==> config.mk <==
export PLATFORM = sky130hd
export DESIGN_NAME = p1pm_port1_upper_pin_mode
export DESIGN_NICKNAME = d
export VERILOG_FILES = /design/src/p1pm_pkg.sv /design/src/p1pm_sync.sv /design/src/p1pm_apb_slave.sv /design/src/p1pm_port1_upper_pin_mode.sv
export SDC_FILE = /design/constraint.sdc
export NUM_CORES = 1
export LEC_CHECK = 0
export BUFFER_PORTS_ARGS = -buffer_cell sky130_fd_sc_hd__buf_2
export CORE_UTILIZATION = 50
export DETAILED_ROUTE_END_ITERATION = 10
export GPL_ROUTABILITY_DRIVEN = 0
export GPL_TIMING_DRIVEN = 0
export PLACE_DENSITY = 0.8
export SETUP_SLACK_MARGIN = 0.15
export SKIP_CTS_REPAIR_TIMING = 1
export SYNTH_ARGS = -nofsm -noshare
export SYNTH_HDL_FRONTEND = slang
export SYNTH_SLANG_ARGS = --single-unit
==> constraint.sdc <==
create_clock -name pclk -period 2.85 [get_ports pclk]
set_input_delay 0.57 -clock pclk [delete_from_list [all_inputs] [get_ports pclk]]
set_output_delay 0.57 -clock pclk [all_outputs]
set_load 0.01 [all_outputs]
==> src/p1pm_pkg.sv <==
// constants for the port 1 upper pin mode control block
package p1pm_pkg;
  // ------------------------------------------------------------
  // register indices and byte addresses
  // ------------------------------------------------------------
  localparam int P1PM_AW = 12;
  localparam logic [7:0] P1PM_IDX_DATA = 8'hc1;
  localparam logic [7:0] P1PM_IDX_UPPER = 8'hd3;
  localparam logic [7:0] P1PM_IDX_MID = 8'hd4;
  localparam logic [7:0] P1PM_IDX_PULLUP = 8'hd6;
  localparam logic [11:0] P1PM_ADR_DATA = {2'b00, P1PM_IDX_DATA, 2'b00};
  localparam logic [11:0] P1PM_ADR_UPPER = {2'b00, P1PM_IDX_UPPER, 2'b00};
  localparam logic [11:0] P1PM_ADR_MID = {2'b00, P1PM_IDX_MID, 2'b00};
  localparam logic [11:0] P1PM_ADR_PULLUP = {2'b00, P1PM_IDX_PULLUP, 2'b00};
  // ------------------------------------------------------------
  // reset values and masks
  // ------------------------------------------------------------
  localparam logic [7:0] P1PM_RST_UPPER = 8'h55;
  localparam logic [7:0] P1PM_RST_MID = 8'h20;
  localparam logic [7:0] P1PM_RST_DATA = 8'hf8;
  localparam logic [7:0] P1PM_RST_PULLUP = 8'h00;
  localparam logic [7:0] P1PM_MID_WR_MASK = 8'hfc;
  // ------------------------------------------------------------
  // pins and field positions
  // ------------------------------------------------------------
  localparam int P1PM_NPIN = 6;
  localparam int P1PM_PIN_LSB = 2;
  localparam int P1PM_UP_P7_LSB = 6;
  localparam int P1PM_UP_P6_LSB = 4;
  localparam int P1PM_UP_P5_LSB = 2;
  localparam int P1PM_UP_P4_LSB = 0;
  localparam int P1PM_MID_P3_LSB = 5;
  localparam int P1PM_MID_P2_LSB = 2;
  // ------------------------------------------------------------
  // mode codes
  // ------------------------------------------------------------
  localparam logic [1:0] P1PM_M2_IN = 2'h0;
  localparam logic [1:0] P1PM_M2_OD = 2'h1;
  localparam logic [1:0] P1PM_M2_ALT = 2'h2;
  localparam logic [1:0] P1PM_M2_PP = 2'h3;
  localparam logic [2:0] P1PM_M3_IN = 3'h0;
  localparam logic [2:0] P1PM_M3_OD = 3'h1;
  localparam logic [2:0] P1PM_M3_AN = 3'h2;
  localparam logic [2:0] P1PM_M3_PWM = 3'h3;
  localparam logic [2:0] P1PM_M3_BUZ = 3'h5;
  localparam logic [2:0] P1PM_M3_PP = 3'h7;
endpackage : p1pm_pkg

==> src/p1pm_sync.sv <==
// three-stage pin input synchroniser with agreement filter
`timescale 1ns/100ps
module p1pm_sync #(
  parameter int WIDTH = 6
) (
  // clock and reset
  input wire logic pclk,
  input wire logic presetn,
  // pin side
  input wire logic [WIDTH-1:0] async_in,
  // filtered level
  output logic [WIDTH-1:0] level_ff
);
  logic [WIDTH-1:0] s1_ff;
  logic [WIDTH-1:0] s2_ff;
  logic [WIDTH-1:0] s3_ff;

  always_ff @(posedge pclk or negedge presetn) begin
    if (!presetn) begin
      s1_ff <= '0;
      s2_ff <= '0;
      s3_ff <= '0;
    end else begin
      s1_ff <= async_in;
      s2_ff <= s1_ff;
      s3_ff <= s2_ff;
    end
  end

  // a change counts once stages two and three agree
  always_ff @(posedge pclk or negedge presetn) begin
    if (!presetn) begin
      level_ff <= '0;
    end else begin
      for (int i = 0; i < WIDTH; i++) begin
        if (s2_ff[i] == s3_ff[i]) begin
          level_ff[i] <= s3_ff[i];
        end
      end
    end
  end
endmodule : p1pm_sync

==> src/p1pm_apb_slave.sv <==
// apb slave front end: decode, write strobes, read data
`timescale 1ns/100ps
module p1pm_apb_slave
  import p1pm_pkg::*;
(
  // clock and reset
  input wire logic pclk,
  input wire logic presetn,
  // apb
  input wire logic psel,
  input wire logic penable,
  input wire logic pwrite,
  input wire logic [11:0] paddr,
  input wire logic [31:0] pwdata,
  output logic [31:0] prdata,
  output logic pready,
  output logic pslverr,
  // register values for reads
  input wire logic [7:0] rd_upper,
  input wire logic [7:0] rd_mid,
  input wire logic [7:0] rd_pullup,
  input wire logic [7:0] rd_data,
  // write strobes
  output logic wr_upper,
  output logic wr_mid,
  output logic wr_pullup,
  output logic wr_data,
  output logic [7:0] wdata8
);
  logic hit;
  logic [7:0] rsel;
  logic done;

  // ------------------------------------------------------------
  // address decode
  // ------------------------------------------------------------
  always_comb begin
    hit = 1'b1;
    rsel = 8'h00;
    if (paddr == P1PM_ADR_UPPER) begin
      rsel = rd_upper;
    end else if (paddr == P1PM_ADR_MID) begin
      rsel = rd_mid;
    end else if (paddr == P1PM_ADR_PULLUP) begin
      rsel = rd_pullup;
    end else if (paddr == P1PM_ADR_DATA) begin
      rsel = rd_data;
    end else begin
      hit = 1'b0;
    end
  end

  assign done = psel & penable & pready;
  assign wdata8 = pwdata[7:0];
  assign wr_upper = done & pwrite & (paddr == P1PM_ADR_UPPER);
  assign wr_mid = done & pwrite & (paddr == P1PM_ADR_MID);
  assign wr_pullup = done & pwrite & (paddr == P1PM_ADR_PULLUP);
  assign wr_data = done & pwrite & (paddr == P1PM_ADR_DATA);

  // ------------------------------------------------------------
  // answer in the first access cycle
  // ------------------------------------------------------------
  always_ff @(posedge pclk or negedge presetn) begin
    if (!presetn) begin
      pready <= 1'b0;
      pslverr <= 1'b0;
      prdata <= 32'h0000_0000;
    end else if (psel & ~penable) begin
      pready <= 1'b1;
      pslverr <= ~hit;
      prdata <= {24'h00_0000, rsel};
    end else if (done) begin
      pready <= 1'b0;
      pslverr <= 1'b0;
    end
  end
endmodule : p1pm_apb_slave

==> src/p1pm_port1_upper_pin_mode.sv <==
// port 1 pins seven..two mode control, pad drive and register file
//
// The APB interface to the registers is this design's own decision.
`timescale 1ns/100ps
module p1pm_port1_upper_pin_mode
  import p1pm_pkg::*;
(
  // clock and reset
  input wire logic pclk,
  input wire logic presetn,
  // apb
  input wire logic psel,
  input wire logic penable,
  input wire logic pwrite,
  input wire logic [11:0] paddr,
  input wire logic [31:0] pwdata,
  output logic [31:0] prdata,
  output logic pready,
  output logic pslverr,
  // pads, index 0 is pin two
  input wire logic [5:0] pin_in,
  output logic [5:0] pin_out,
  output logic [5:0] pin_oe_n,
  output logic [5:0] port1_pullup_enable,
  // two-wire serial
  input wire logic twi_scl_out,
  input wire logic twi_scl_oe_n,
  output logic twi_scl_in,
  input wire logic twi_sda_out,
  input wire logic twi_sda_oe_n,
  output logic twi_sda_in,
  // asynchronous serial
  input wire logic serial_txd,
  input wire logic serial_rxd_m0_out,
  input wire logic serial_rxd_m0_oe_n,
  output logic serial_rxd_in,
  // pwm, buzzer, analog and external interrupts
  input wire logic pwm_ch4_out,
  input wire logic pwm_ch3_out,
  input wire logic buzzer_out,
  output logic analog_channel_eight,
  output logic analog_channel_seven,
  output logic ext_irq_nine,
  output logic ext_irq_eight
);
  localparam int K7 = 5;
  localparam int K6 = 4;
  localparam int K5 = 3;
  localparam int K4 = 2;
  localparam int K3 = 1;
  localparam int K2 = 0;

  logic [7:0] upper_ff;
  logic [7:0] mid_ff;
  logic [7:0] pullup_ff;
  logic [7:0] data_ff;
  logic [7:0] nxt_upper;
  logic [7:0] nxt_mid;
  logic [7:0] nxt_pullup;
  logic [7:0] nxt_data;
  logic [5:0] nxt_out;
  logic [5:0] nxt_oe_n;
  logic [5:0] pin_lvl;
  logic [7:0] rd_data;
  logic wr_upper;
  logic wr_mid;
  logic wr_pullup;
  logic wr_data;
  logic [7:0] wdata8;
  logic [1:0] f7;
  logic [1:0] f6;
  logic [1:0] f5;
  logic [1:0] f4;
  logic [2:0] f3;
  logic [2:0] f2;

  // ------------------------------------------------------------
  // drive helpers, result is {oe_n, out}
  // ------------------------------------------------------------
  function automatic logic [1:0] drv2(input logic [1:0] code, input logic dat,
                                      input logic alt_o, input logic alt_oe_n);
    logic [1:0] r;
    r = {1'b1, dat};
    case (code)
      P1PM_M2_OD: r = {dat, 1'b0};
      P1PM_M2_PP: r = {1'b0, dat};
      P1PM_M2_ALT: r = {alt_oe_n, alt_o};
      default: r = {1'b1, dat};
    endcase
    return r;
  endfunction : drv2

  function automatic logic [1:0] drv3(input logic [2:0] code, input logic dat,
                                      input logic pwm, input logic buz, input logic has_buz);
    logic [1:0] r;
    r = {1'b1, dat};
    if (code == P1PM_M3_OD) begin
      r = {dat, 1'b0};
    end else if (code == P1PM_M3_PWM) begin
      r = {1'b0, pwm};
    end else if (has_buz && code == P1PM_M3_BUZ) begin
      r = {1'b0, buz};
    end else if (has_buz && code == P1PM_M3_PP) begin
      r = {1'b0, dat};
    end else if (!has_buz && code[2]) begin
      r = {1'b0, dat};
    end
    return r;
  endfunction : drv3

  // ------------------------------------------------------------
  // bus front end and input synchroniser
  // ------------------------------------------------------------
  p1pm_apb_slave u_apb (
    .pclk(pclk),
    .presetn(presetn),
    .psel(psel),
    .penable(penable),
    .pwrite(pwrite),
    .paddr(paddr),
    .pwdata(pwdata),
    .prdata(prdata),
    .pready(pready),
    .pslverr(pslverr),
    .rd_upper(upper_ff),
    .rd_mid(mid_ff),
    .rd_pullup(pullup_ff),
    .rd_data(rd_data),
    .wr_upper(wr_upper),
    .wr_mid(wr_mid),
    .wr_pullup(wr_pullup),
    .wr_data(wr_data),
    .wdata8(wdata8)
  );

  p1pm_sync #(.WIDTH(P1PM_NPIN)) u_sync (
    .pclk(pclk),
    .presetn(presetn),
    .async_in(pin_in),
    .level_ff(pin_lvl)
  );

  assign twi_scl_in = pin_lvl[K7];
  assign twi_sda_in = pin_lvl[K6];
  assign serial_rxd_in = pin_lvl[K4];

  // ------------------------------------------------------------
  // register file
  // ------------------------------------------------------------
  always_comb begin
    nxt_upper = wr_upper ? wdata8 : upper_ff;
    nxt_mid = wr_mid ? (wdata8 & P1PM_MID_WR_MASK) : mid_ff;
    nxt_pullup = wr_pullup ? wdata8 : pullup_ff;
    nxt_data = wr_data ? wdata8 : data_ff;
  end

  always_ff @(posedge pclk or negedge presetn) begin
    if (!presetn) begin
      upper_ff <= P1PM_RST_UPPER;
      mid_ff <= P1PM_RST_MID;
    end else begin
      upper_ff <= nxt_upper;
      mid_ff <= nxt_mid;
    end
  end

  always_ff @(posedge pclk or negedge presetn) begin
    if (!presetn) begin
      pullup_ff <= P1PM_RST_PULLUP;
      data_ff <= P1PM_RST_DATA;
    end else begin
      pullup_ff <= nxt_pullup;
      data_ff <= nxt_data;
    end
  end

  // ------------------------------------------------------------
  // pad drive, computed from the incoming mode values
  // ------------------------------------------------------------
  assign f7 = nxt_upper[P1PM_UP_P7_LSB +: 2];
  assign f6 = nxt_upper[P1PM_UP_P6_LSB +: 2];
  assign f5 = nxt_upper[P1PM_UP_P5_LSB +: 2];
  assign f4 = nxt_upper[P1PM_UP_P4_LSB +: 2];
  assign f3 = nxt_mid[P1PM_MID_P3_LSB +: 3];
  assign f2 = nxt_mid[P1PM_MID_P2_LSB +: 3];

  always_comb begin
    {nxt_oe_n[K7], nxt_out[K7]} = drv2(f7, nxt_data[K7 + P1PM_PIN_LSB], twi_scl_out, twi_scl_oe_n);
    {nxt_oe_n[K6], nxt_out[K6]} = drv2(f6, nxt_data[K6 + P1PM_PIN_LSB], twi_sda_out, twi_sda_oe_n);
    {nxt_oe_n[K5], nxt_out[K5]} = drv2(f5, nxt_data[K5 + P1PM_PIN_LSB], serial_txd, 1'b0);
    {nxt_oe_n[K4], nxt_out[K4]} = drv2(f4, nxt_data[K4 + P1PM_PIN_LSB], serial_rxd_m0_out,
                                       serial_rxd_m0_oe_n);
    {nxt_oe_n[K3], nxt_out[K3]} = drv3(f3, nxt_data[K3 + P1PM_PIN_LSB], pwm_ch4_out, 1'b0, 1'b0);
    {nxt_oe_n[K2], nxt_out[K2]} = drv3(f2, nxt_data[K2 + P1PM_PIN_LSB], pwm_ch3_out, buzzer_out,
                                       1'b1);
  end

  always_ff @(posedge pclk or negedge presetn) begin
    if (!presetn) begin
      pin_out <= '0;
      pin_oe_n <= '1;
    end else begin
      pin_out <= nxt_out;
      pin_oe_n <= nxt_oe_n;
    end
  end

  always_ff @(posedge pclk or negedge presetn) begin
    if (!presetn) begin
      port1_pullup_enable <= '0;
    end else begin
      port1_pullup_enable <= nxt_pullup[P1PM_PIN_LSB +: P1PM_NPIN];
    end
  end

  // ------------------------------------------------------------
  // analog selects and external interrupt inputs
  // ------------------------------------------------------------
  always_ff @(posedge pclk or negedge presetn) begin
    if (!presetn) begin
      analog_channel_eight <= 1'b0;
      analog_channel_seven <= 1'b0;
      ext_irq_nine <= 1'b0;
      ext_irq_eight <= 1'b0;
    end else begin
      analog_channel_eight <= (f3 == P1PM_M3_AN);
      analog_channel_seven <= (f2 == P1PM_M3_AN);
      ext_irq_nine <= (f3 == P1PM_M3_IN) & pin_lvl[K3];
      ext_irq_eight <= (f2 == P1PM_M3_IN) & pin_lvl[K2];
    end
  end

  // ------------------------------------------------------------
  // data read: pin level for input-mode pins
  // ------------------------------------------------------------
  always_comb begin
    rd_data = data_ff;
    if (upper_ff[P1PM_UP_P7_LSB +: 2] == P1PM_M2_IN) rd_data[K7 + P1PM_PIN_LSB] = pin_lvl[K7];
    if (upper_ff[P1PM_UP_P6_LSB +: 2] == P1PM_M2_IN) rd_data[K6 + P1PM_PIN_LSB] = pin_lvl[K6];
    if (upper_ff[P1PM_UP_P5_LSB +: 2] == P1PM_M2_IN) rd_data[K5 + P1PM_PIN_LSB] = pin_lvl[K5];
    if (upper_ff[P1PM_UP_P4_LSB +: 2] == P1PM_M2_IN) rd_data[K4 + P1PM_PIN_LSB] = pin_lvl[K4];
    if (mid_ff[P1PM_MID_P3_LSB +: 3] == P1PM_M3_IN) rd_data[K3 + P1PM_PIN_LSB] = pin_lvl[K3];
    if (mid_ff[P1PM_MID_P2_LSB +: 3] == P1PM_M3_IN) rd_data[K2 + P1PM_PIN_LSB] = pin_lvl[K2];
  end
endmodule : p1pm_port1_upper_pin_mode

Word level (Yosys, flattened, before mapping)
Index checks and enable logic that the tools add are counted.

storage, ports and cells
  output and inout port bits = 59
  logic and storage cells = 106
  input bits = 65
  register bits after elaboration = 80

operators by class
  reduce and logical (&&, ||, !) cells = 9
  bitwise logic cells = 12
  eq/ne operators = 30
  multiplexer cells = 31

operators by type and width
  cell                  count
  $mux 8                7
  $eq 12x10->1 const B  4
  $pmux 2 s3            4
  $eq 2x2->1 const B    8
  $mux 2                7
  $mux 1                13
  $eq 3x2->1 const B    4
  $logic_not 3->1       4
  $and 1x1->1           10
  $eq 2x1->1 const B    4
  $logic_not 2->1       4
  $eq 1x1->1            6
  $eq 3x1->1 const B    2
  $eq 3x3->1 const B    2
  $not 1->1             2
  $reduce_bool 2->1     1

Longest topological paths before layout
Gate-level depths: netlist of the first run.

  depth after elaboration = 10
  depth in mapped cells = 7
  gate-level depth less buffers = 6

By module
Synthesis of the first run repeated with hierarchy kept, for this count alone.

unflattened totals
  cells, all modules = 303
  area total of the unflattened synthesis = 3646.0 um2

modules (own cells, without submodules)
  module                     times used  area each (um2)  cells each
  p1pm_port1_upper_pin_mode  1           1943.1           151
  p1pm_apb_slave             1           1034.7           122
  p1pm_sync                  1           668.1            30

Least setup slack after synthesis of the first run
No wires, ideal clock.

  kind = input-to-reg
  start point = in paddr[11]
  end point = reg pin_out[0]
  arrival time = 2.642 ns
  path buffers = 0
  data required time = 2.779 ns
  slack = 0.137 ns
  stages = 5
  cells stage by stage = or4_4 > nor4_4 > mux2_2 > or4b_1 > nand4_1

between the ends
  cells in the longest elaborated chain, start to end = 7
  elaborated cells between the ends (all ways) = 13
  those cells by class = eq/ne (5); mux (6); bitwise (2)

RTL lines
  what                  line                              text
  from (decl)           p1pm_port1_upper_pin_mode.sv:15   input wire logic [11:0] paddr,
  $eq 12x10->1 *        p1pm_apb_slave.sv:56              assign wr_mid = done & pwrite & (paddr == P1PM_ADR_MID);
  $and 1x1->1 *         p1pm_apb_slave.sv:56
  $mux 8 *              p1pm_port1_upper_pin_mode.sv:152  nxt_mid = wr_mid ? (wdata8 & P1PM_MID_WR_MASK) : mid_ff;
  via nxt_mid[4]        p1pm_port1_upper_pin_mode.sv:58   logic [7:0] nxt_mid;
  $eq 3x3->1            p1pm_port1_upper_pin_mode.sv:101  end else if (has_buz && code == P1PM_M3_BUZ) begin
  $mux 2                p1pm_port1_upper_pin_mode.sv:101
  $mux 2                p1pm_port1_upper_pin_mode.sv:99   end else if (code == P1PM_M3_PWM) begin
  $mux 2 *              p1pm_port1_upper_pin_mode.sv:97   if (code == P1PM_M3_OD) begin
  via nxt_out[0]        p1pm_port1_upper_pin_mode.sv:61   logic [5:0] nxt_out;
  to (signal assigned)  p1pm_port1_upper_pin_mode.sv:203  pin_out <= nxt_out;
  to (decl)             p1pm_port1_upper_pin_mode.sv:22   output logic [5:0] pin_out,

The timed path passes the listed nets; every way through them passes the cells marked *.
A chain may end at the register's enable or synchronous reset.

Worst setup path in the final report of the first run
  start point = in paddr[4]
  end point = reg pin_out[4]

between the ends
  elaborated cells between the ends (all ways) = 10
  those cells by class = eq/ne (5); mux (3); bitwise (2)

RTL lines
  what             line                              text
  $eq 12x10->1     p1pm_apb_slave.sv:58              assign wr_data = done & pwrite & (paddr == P1PM_ADR_DATA);
  $and 1x1->1      p1pm_apb_slave.sv:58
  $mux 8           p1pm_port1_upper_pin_mode.sv:154  nxt_data = wr_data ? wdata8 : data_ff;
  via nxt_data[6]  p1pm_port1_upper_pin_mode.sv:60   logic [7:0] nxt_data;
  $pmux 2 s3       p1pm_port1_upper_pin_mode.sv:84   case (code)
  via nxt_out[4]   p1pm_port1_upper_pin_mode.sv:61

The timed path passes the listed nets, and every way through them passes these cells.

==> results_dict.tcl, run 1 <==
set metrics [dict create \
    dr.pass1.iters 5 \
    cts.clk_slew.worst_paths_ns 0.08 \
    path_class "in2reg" \
    slew_headroom_pct 55.47 \
    numCtsBuffers 9 \
    num_vias 2788 \
    rrSetupSlack_ns 0.52 \
    synth_edf_count 0 \
    cp.required_ns 3.10 \
    cp_top_family "simple AND/OR/NAND/NOR gates" \
    cpMaxStageDelayCell "or4b_1" \
    die_y_um 87.42 \
    coreArea_um2 6907 \
    worst_slack_ns 0.2319 \
    synth_common_cells "64 x dfrtp_1, 30 x buf_4, 24 x nand2_1, 23 x o21ai_0, 17 x mux2_2" \
    cp.depth 7 \
    synth.distinct_cells 55 \
    layout-drive-gt1-share_pct 38.60 \
    antenna_found_initial 0 \
    clockBufferDepth 2 \
    rr_startpoint "u_apb.pready$_DFFE_PN0P_" \
    drc 0 \
    routed_wl_um 7962 \
    die_x_um 87.42 \
    crit_chain "buf_2 -> or4b_1 -> clkbuf_1 -> nor2_1 -> nand2_1 -> mux2_2 -> a32o_1" \
    max_freq_mhz 382.0 \
    syn_inst 315 \
    period_minus_slack_ns 2.618 \
    grt_usage_pct 22.93 \
    yosys.cell_count.top_type "dfrtp_1" \
    drt_iter0_drc 194 \
    avgSynthCellArea_um2 11.58 \
    clock-sinks 80 \
    clk-insertion-delay-late_ns 0.37 \
    grt_first_pass_wirelength_um 12900 \
    tightest_slew_ns 0.6630 \
    dp.final_hpwl_um 5767 \
    finalPower_w 0.002188 \
    finalSetupTns_ns 0 \
    maxCapViolCount 0 \
    reg2regPathDepth 5 \
    grt_setup_unrepaired "no" \
    endpoint "pin_out[4]$_DFF_PN0_" \
    cts_tree "yes" \
    wl_per_cell_um 15.14 \
    worst-path-max-fanout 8 \
    area_growth_pct 22.29 \
    synthArstFlopShare_pct 100.0 \
    diodes 0 \
    fp-row-count 30 \
    worst-path-buf-inv 2 \
    grt_pass1_vias 2645 \
    post-route-period-util_pct 91.86 \
    hp-class "in2async" \
    vias_per_cell 5.300 \
    layout.nets 490 \
    critical_path_arrival_ns 2.87 \
    grt_max_degree 65 \
    drtAntennaViolNets 0 \
    synthTopCellsByArea "dfrtp_1 44%, dfstp_2 12%, buf_4 6.2%" \
    setup-violations-final 0 \
    ys.flop_type "dfrtp_1" \
    slew_violations 0 \
    cts_root_buf "clkbuf_8" \
    p_leak_nw 2.284 \
    place.port_buffers 75 \
    startpoint "paddr[4]" \
    ys_ff_latch 80 \
    ys_seq_area_share_pct 55.42 \
    power_density_nw_per_um2 490.5 \
    pin_count 124 \
    synth_top_area_cell "dfrtp_1" \
    reg2reg_to "pin_out[0]$_DFF_PN0_" \
    synth_area_um2 3648 \
    htree_num_levels 3 \
    critPathMaxStageDelay_ns 0.51 \
    grt_overflow 0 \
    place_ws_ns -0.09427 \
    start_util_pct 52.83 \
    status "finished, final reports clean" \
    dieArea_um2 7642 \
    hold_viol_final 0 \
    worstSetupEndpointType "flip-flop" \
    yosys_warnings 0 \
    irDropWorstVdd_mv 0.2775 \
    critPathLaunchType "primary input" \
    yosysTopAreaCellShare_pct 43.90 \
    skew_ns 0.009383 \
]
-- power by group --
| group | switching (W) | total [W] | internal, W |
|---|---|---|---|
| Clock | 0.000414 | 0.000841 | 0.000427 |
| Combinational | 0.0000947 | 0.000168 | 0.0000737 |
| Sequential | 0.0000153 | 0.00118 | 0.00116 |
| Total | 0.000524 | 0.00219 | 0.00166 |
-- cell families after synthesis --
group | after synthesis | share of synthesized area [%]
adders and majority gates | 6 | 1.646
DFF | 80 | 55.42
buffers and inverters | 52 | 8.505
xor gates and xnor gates | 4 | 0.9601
muxes | 30 | 8.951
AOI/OAI and AO/OA | 66 | 12.65
other | 1 | 0.1028
and+or+nand+nor | 76 | 11.76
-- final cells by class --
cell class | instances | area (µm²)
fill | 582 | 2445
clock buffer | 11 | 141.4
inverter | 12 | 45.04
clock inverter | 5 | 56.30
multi-input combinational | 206 | 1406
timing repair buffer | 76 | 405.4
buffer | 40 | 265.3
sequential | 80 | 2022
tap | 96 | 120.1
-- routing by layer --
metal	track usage [%]	vias to the layer above	wire, µm
met5	0	-	0
met4	11.92	0	231
met3	5.687	23	587
met2	35.01	135	3675
met1	30.34	1328	3468
li1	-	1302	-
-- registers in the layout (all words and copies together), names as in the netlist, 6 cells and up --
register         cells
u_sync.s1_ff         6
pullup_ff            8
pin_oe_n             6
u_sync.s2_ff         6
data_ff              8
upper_ff             8
u_sync.s3_ff         6
u_sync.level_ff      6
mid_ff               6
u_apb.prdata         8
pin_out              6
-- cell usage in the layout, fill, tap and decap left out, types with 9 or more instances in the layout --
cell type,instances
conb_1,24
inv_1,12
o21ai_0,23
dfstp_2,16
nand3_1,9
mux2_2,16
mux2i_1,12
nor2_1,10
nand2_1,24
buf_4,31
dfrtp_1,64
clkbuf_1,9
clkbuf_8,10
buf_2,76
-- per-stage QoR --
| stage | hold WS, ns | cell area, µm² | util [%] | instances |
|---|---|---|---|---|
| 2_1_floorplan | 0.2744 | 3739 | - | 338 |
| 3_3_place_gp | 0.3321 | 4234 | 61.30 | 509 |
| 3_5_place_dp | 0.3347 | 4264 | 61.74 | 510 |
| 4_1_cts | 0.05799 | 4462 | 64.60 | 526 |
| 5_1_grt | 0.07062 | 4462 | 64.60 | 526 |
| 6_report | 0.06288 | 4462 | 64.60 | 526 |
-- how the worst min path moves through the flow --
stage | from | endpoint | slack (ns)
5_1_grt | presetn | u_sync.s2_ff[4]$_DFF_PN0_ | 0.07
3_5_place_dp | u_sync.s1_ff[0]$_DFF_PN0_ | u_sync.s2_ff[0]$_DFF_PN0_ | 0.33
4_1_cts | presetn | u_sync.s2_ff[4]$_DFF_PN0_ | 0.06
6_report | presetn | u_sync.s2_ff[4]$_DFF_PN0_ | 0.06
3_3_place_gp | u_sync.s1_ff[4]$_DFF_PN0_ | u_sync.s2_ff[4]$_DFF_PN0_ | 0.33
2_1_floorplan | presetn | analog_channel_eight$_DFF_PN0_ | 0.27
Power figures use the tool's default switching activity.
==> run 2, diff against run 1 <==
--- a/config.mk
+++ b/config.mk
@@ -10,7 +10,7 @@
 export DETAILED_ROUTE_END_ITERATION = 10
 export GPL_ROUTABILITY_DRIVEN = 0
 export GPL_TIMING_DRIVEN = 0
-export PLACE_DENSITY = 0.8
+export PLACE_DENSITY = 0.83
 export SETUP_SLACK_MARGIN = 0.15
 export SKIP_CTS_REPAIR_TIMING = 1
 export SYNTH_ARGS = -nofsm -noshare
==> results_dict.tcl, run 2 (synthesis results as in run 1) <==
set metrics [dict create \
    worstSetupEndpointType "flip-flop" \
    place.port_buffers 75 \
    clockBufferDepth 2 \
    dieArea_um2 7642 \
    worst-path-max-fanout 8 \
    grt_first_pass_wirelength_um 12820 \
    cts_tree "yes" \
    fillers 573 \
    vias_per_cell 5.225 \
    post-route-period-util_pct 92.44 \
    start_util_pct 52.83 \
    diodes 0 \
    maxCapViolCount 0 \
    tightest_slew_ns 0.5605 \
    power_density_nw_per_um2 487.6 \
    layout_commonest_cell "buf_2" \
    cpMaxStageDelayCell "or4b_1" \
    hold_viol_final 0 \
    setup-violations-final 0 \
    slew_headroom_pct 62.50 \
    rrSetupSlack_ns 0.53 \
    max_freq_mhz 379.6 \
    critical_path_arrival_ns 2.87 \
    clock-sinks 80 \
    cts_root_buf "clkbuf_8" \
    slew_violations 0 \
    grt_usage_pct 22.79 \
    grt_overflow 0 \
    grt_pass1_vias 2645 \
    rr_startpoint "u_apb.pready$_DFFE_PN0P_" \
    finalPower_w 0.002191 \
    hp-class "in2async" \
    cts.clk_slew.worst_paths_ns 0.08 \
    crit_chain "buf_2 -> or4b_1 -> clkbuf_1 -> nor2_1 -> nand2_1 -> mux2_2 -> a32o_1" \
    endpoint "pin_out[3]$_DFF_PN0_" \
    numCtsBuffers 9 \
    drt_iter0_drc 199 \
    grt_setup_unrepaired "no" \
    wl_per_cell_um 15.51 \
    num_vias 2769 \
    place_inst 510 \
    critPathMaxStageDelay_ns 0.51 \
    die_y_um 87.42 \
    grt_max_degree 62 \
    skew_ns 0.007132 \
    period_minus_slack_ns 2.635 \
    path_class "in2reg" \
    whs_ns 0.09115 \
    startpoint "paddr[4]" \
    place_ws_ns -0.1596 \
    layout_common_cells "76 x buf_2, 64 x dfrtp_1, 35 x buf_4, 24 x nand2_1, 24 x conb_1" \
    fin_cells 530 \
    reg2reg_to "pin_out[4]$_DFF_PN0_" \
    pin_count 124 \
    status "finished, final reports clean" \
    worst_slack_ns 0.2155 \
    drc 0 \
    dr.pass1.iters 5 \
    die_x_um 87.42 \
    irDropWorstVdd_mv 0.3595 \
    coreArea_um2 6907 \
    reg2regPathDepth 6 \
    drtAntennaViolNets 0 \
    area_growth_pct 23.15 \
    p_leak_nw 2.310 \
    critPathLaunchType "primary input" \
    fp-row-count 30 \
    clk-insertion-delay-late_ns 0.35 \
    finalSetupTns_ns 0 \
    layout-drive-gt1-share_pct 38.94 \
    routed_wl_um 8222 \
    dp.final_hpwl_um 5933 \
    antenna_found_initial 0 \
    htree_num_levels 3 \
    cp.required_ns 3.09 \
    layout.nets 494 \
]
==> run 2: cell count changes in the layout (fill, tap and decap cells not counted), sizes merged <==
cell and delta:
clkbuf +2, clkinv -1, buf +4, clkinvlp -1
==> run 2: critical path: cells and delay by family <==
family	cells	cell delay, ns
AOI/OAI and AO/OA	1	0.23
and+or+nand+nor	3	1.34
buffers and inverters	2	0.34
muxes	1	0.39
==> run 2: metrics by stage <==
stage,util [%],cell area [µm²]
5_1_grt,65.05,4493
2_1_floorplan,-,3739
3_5_place_dp,61.74,4264
6_report,65.05,4493
4_1_cts,64.62,4463
3_3_place_gp,61.30,4234
==> run 2: where the power goes <==
| group | internal (W) | switching [W] |
|---|---|---|
| Sequential | 0.00116 | 0.0000164 |
| Combinational | 0.0000738 | 0.0000971 |
| Clock | 0.000451 | 0.000390 |
==> run 2: metal layers <==
layer  track usage [%]  wire (µm)  vias to the layer above
li1                  -          -                     1310
met1             28.59       3522                     1324
met2             37.07       3967                      120
met3             6.730        555                       15
met4             9.091        177                        0
met5                 0          0                        -
==> run 2: worst min-delay path by stage <==
stage	from	endpoint	slack, ns	cells after the start
after floorplan	presetn	analog_channel_eight$_DFF_PN0_	0.27	0
after global placement	u_sync.s1_ff[0]$_DFF_PN0_	u_sync.s2_ff[0]$_DFF_PN0_	0.33	0
after detailed placement	u_sync.s1_ff[3]$_DFF_PN0_	u_sync.s2_ff[3]$_DFF_PN0_	0.34	0
after CTS	presetn	upper_ff[7]$_DFF_PN0_	0.09	1
after global routing	presetn	u_sync.level_ff[5]$_DFFE_PN0N_	0.09	1
final	presetn	pin_out[5]$_DFF_PN0_	0.09	1
==> run 2: cell type report <==
type / instances / area [µm²] / area share (%)
buffer: 40 / 265.3 / 5.904
inverter: 12 / 45.04 / 1.003
multi-input combinational: 206 / 1406 / 31.30
tap: 96 / 120.1 / 2.673
clock buffer: 13 / 158.9 / 3.537
clock inverter: 3 / 40.04 / 0.8911
sequential: 80 / 2022 / 45.00
timing repair buffer: 80 / 435.4 / 9.691
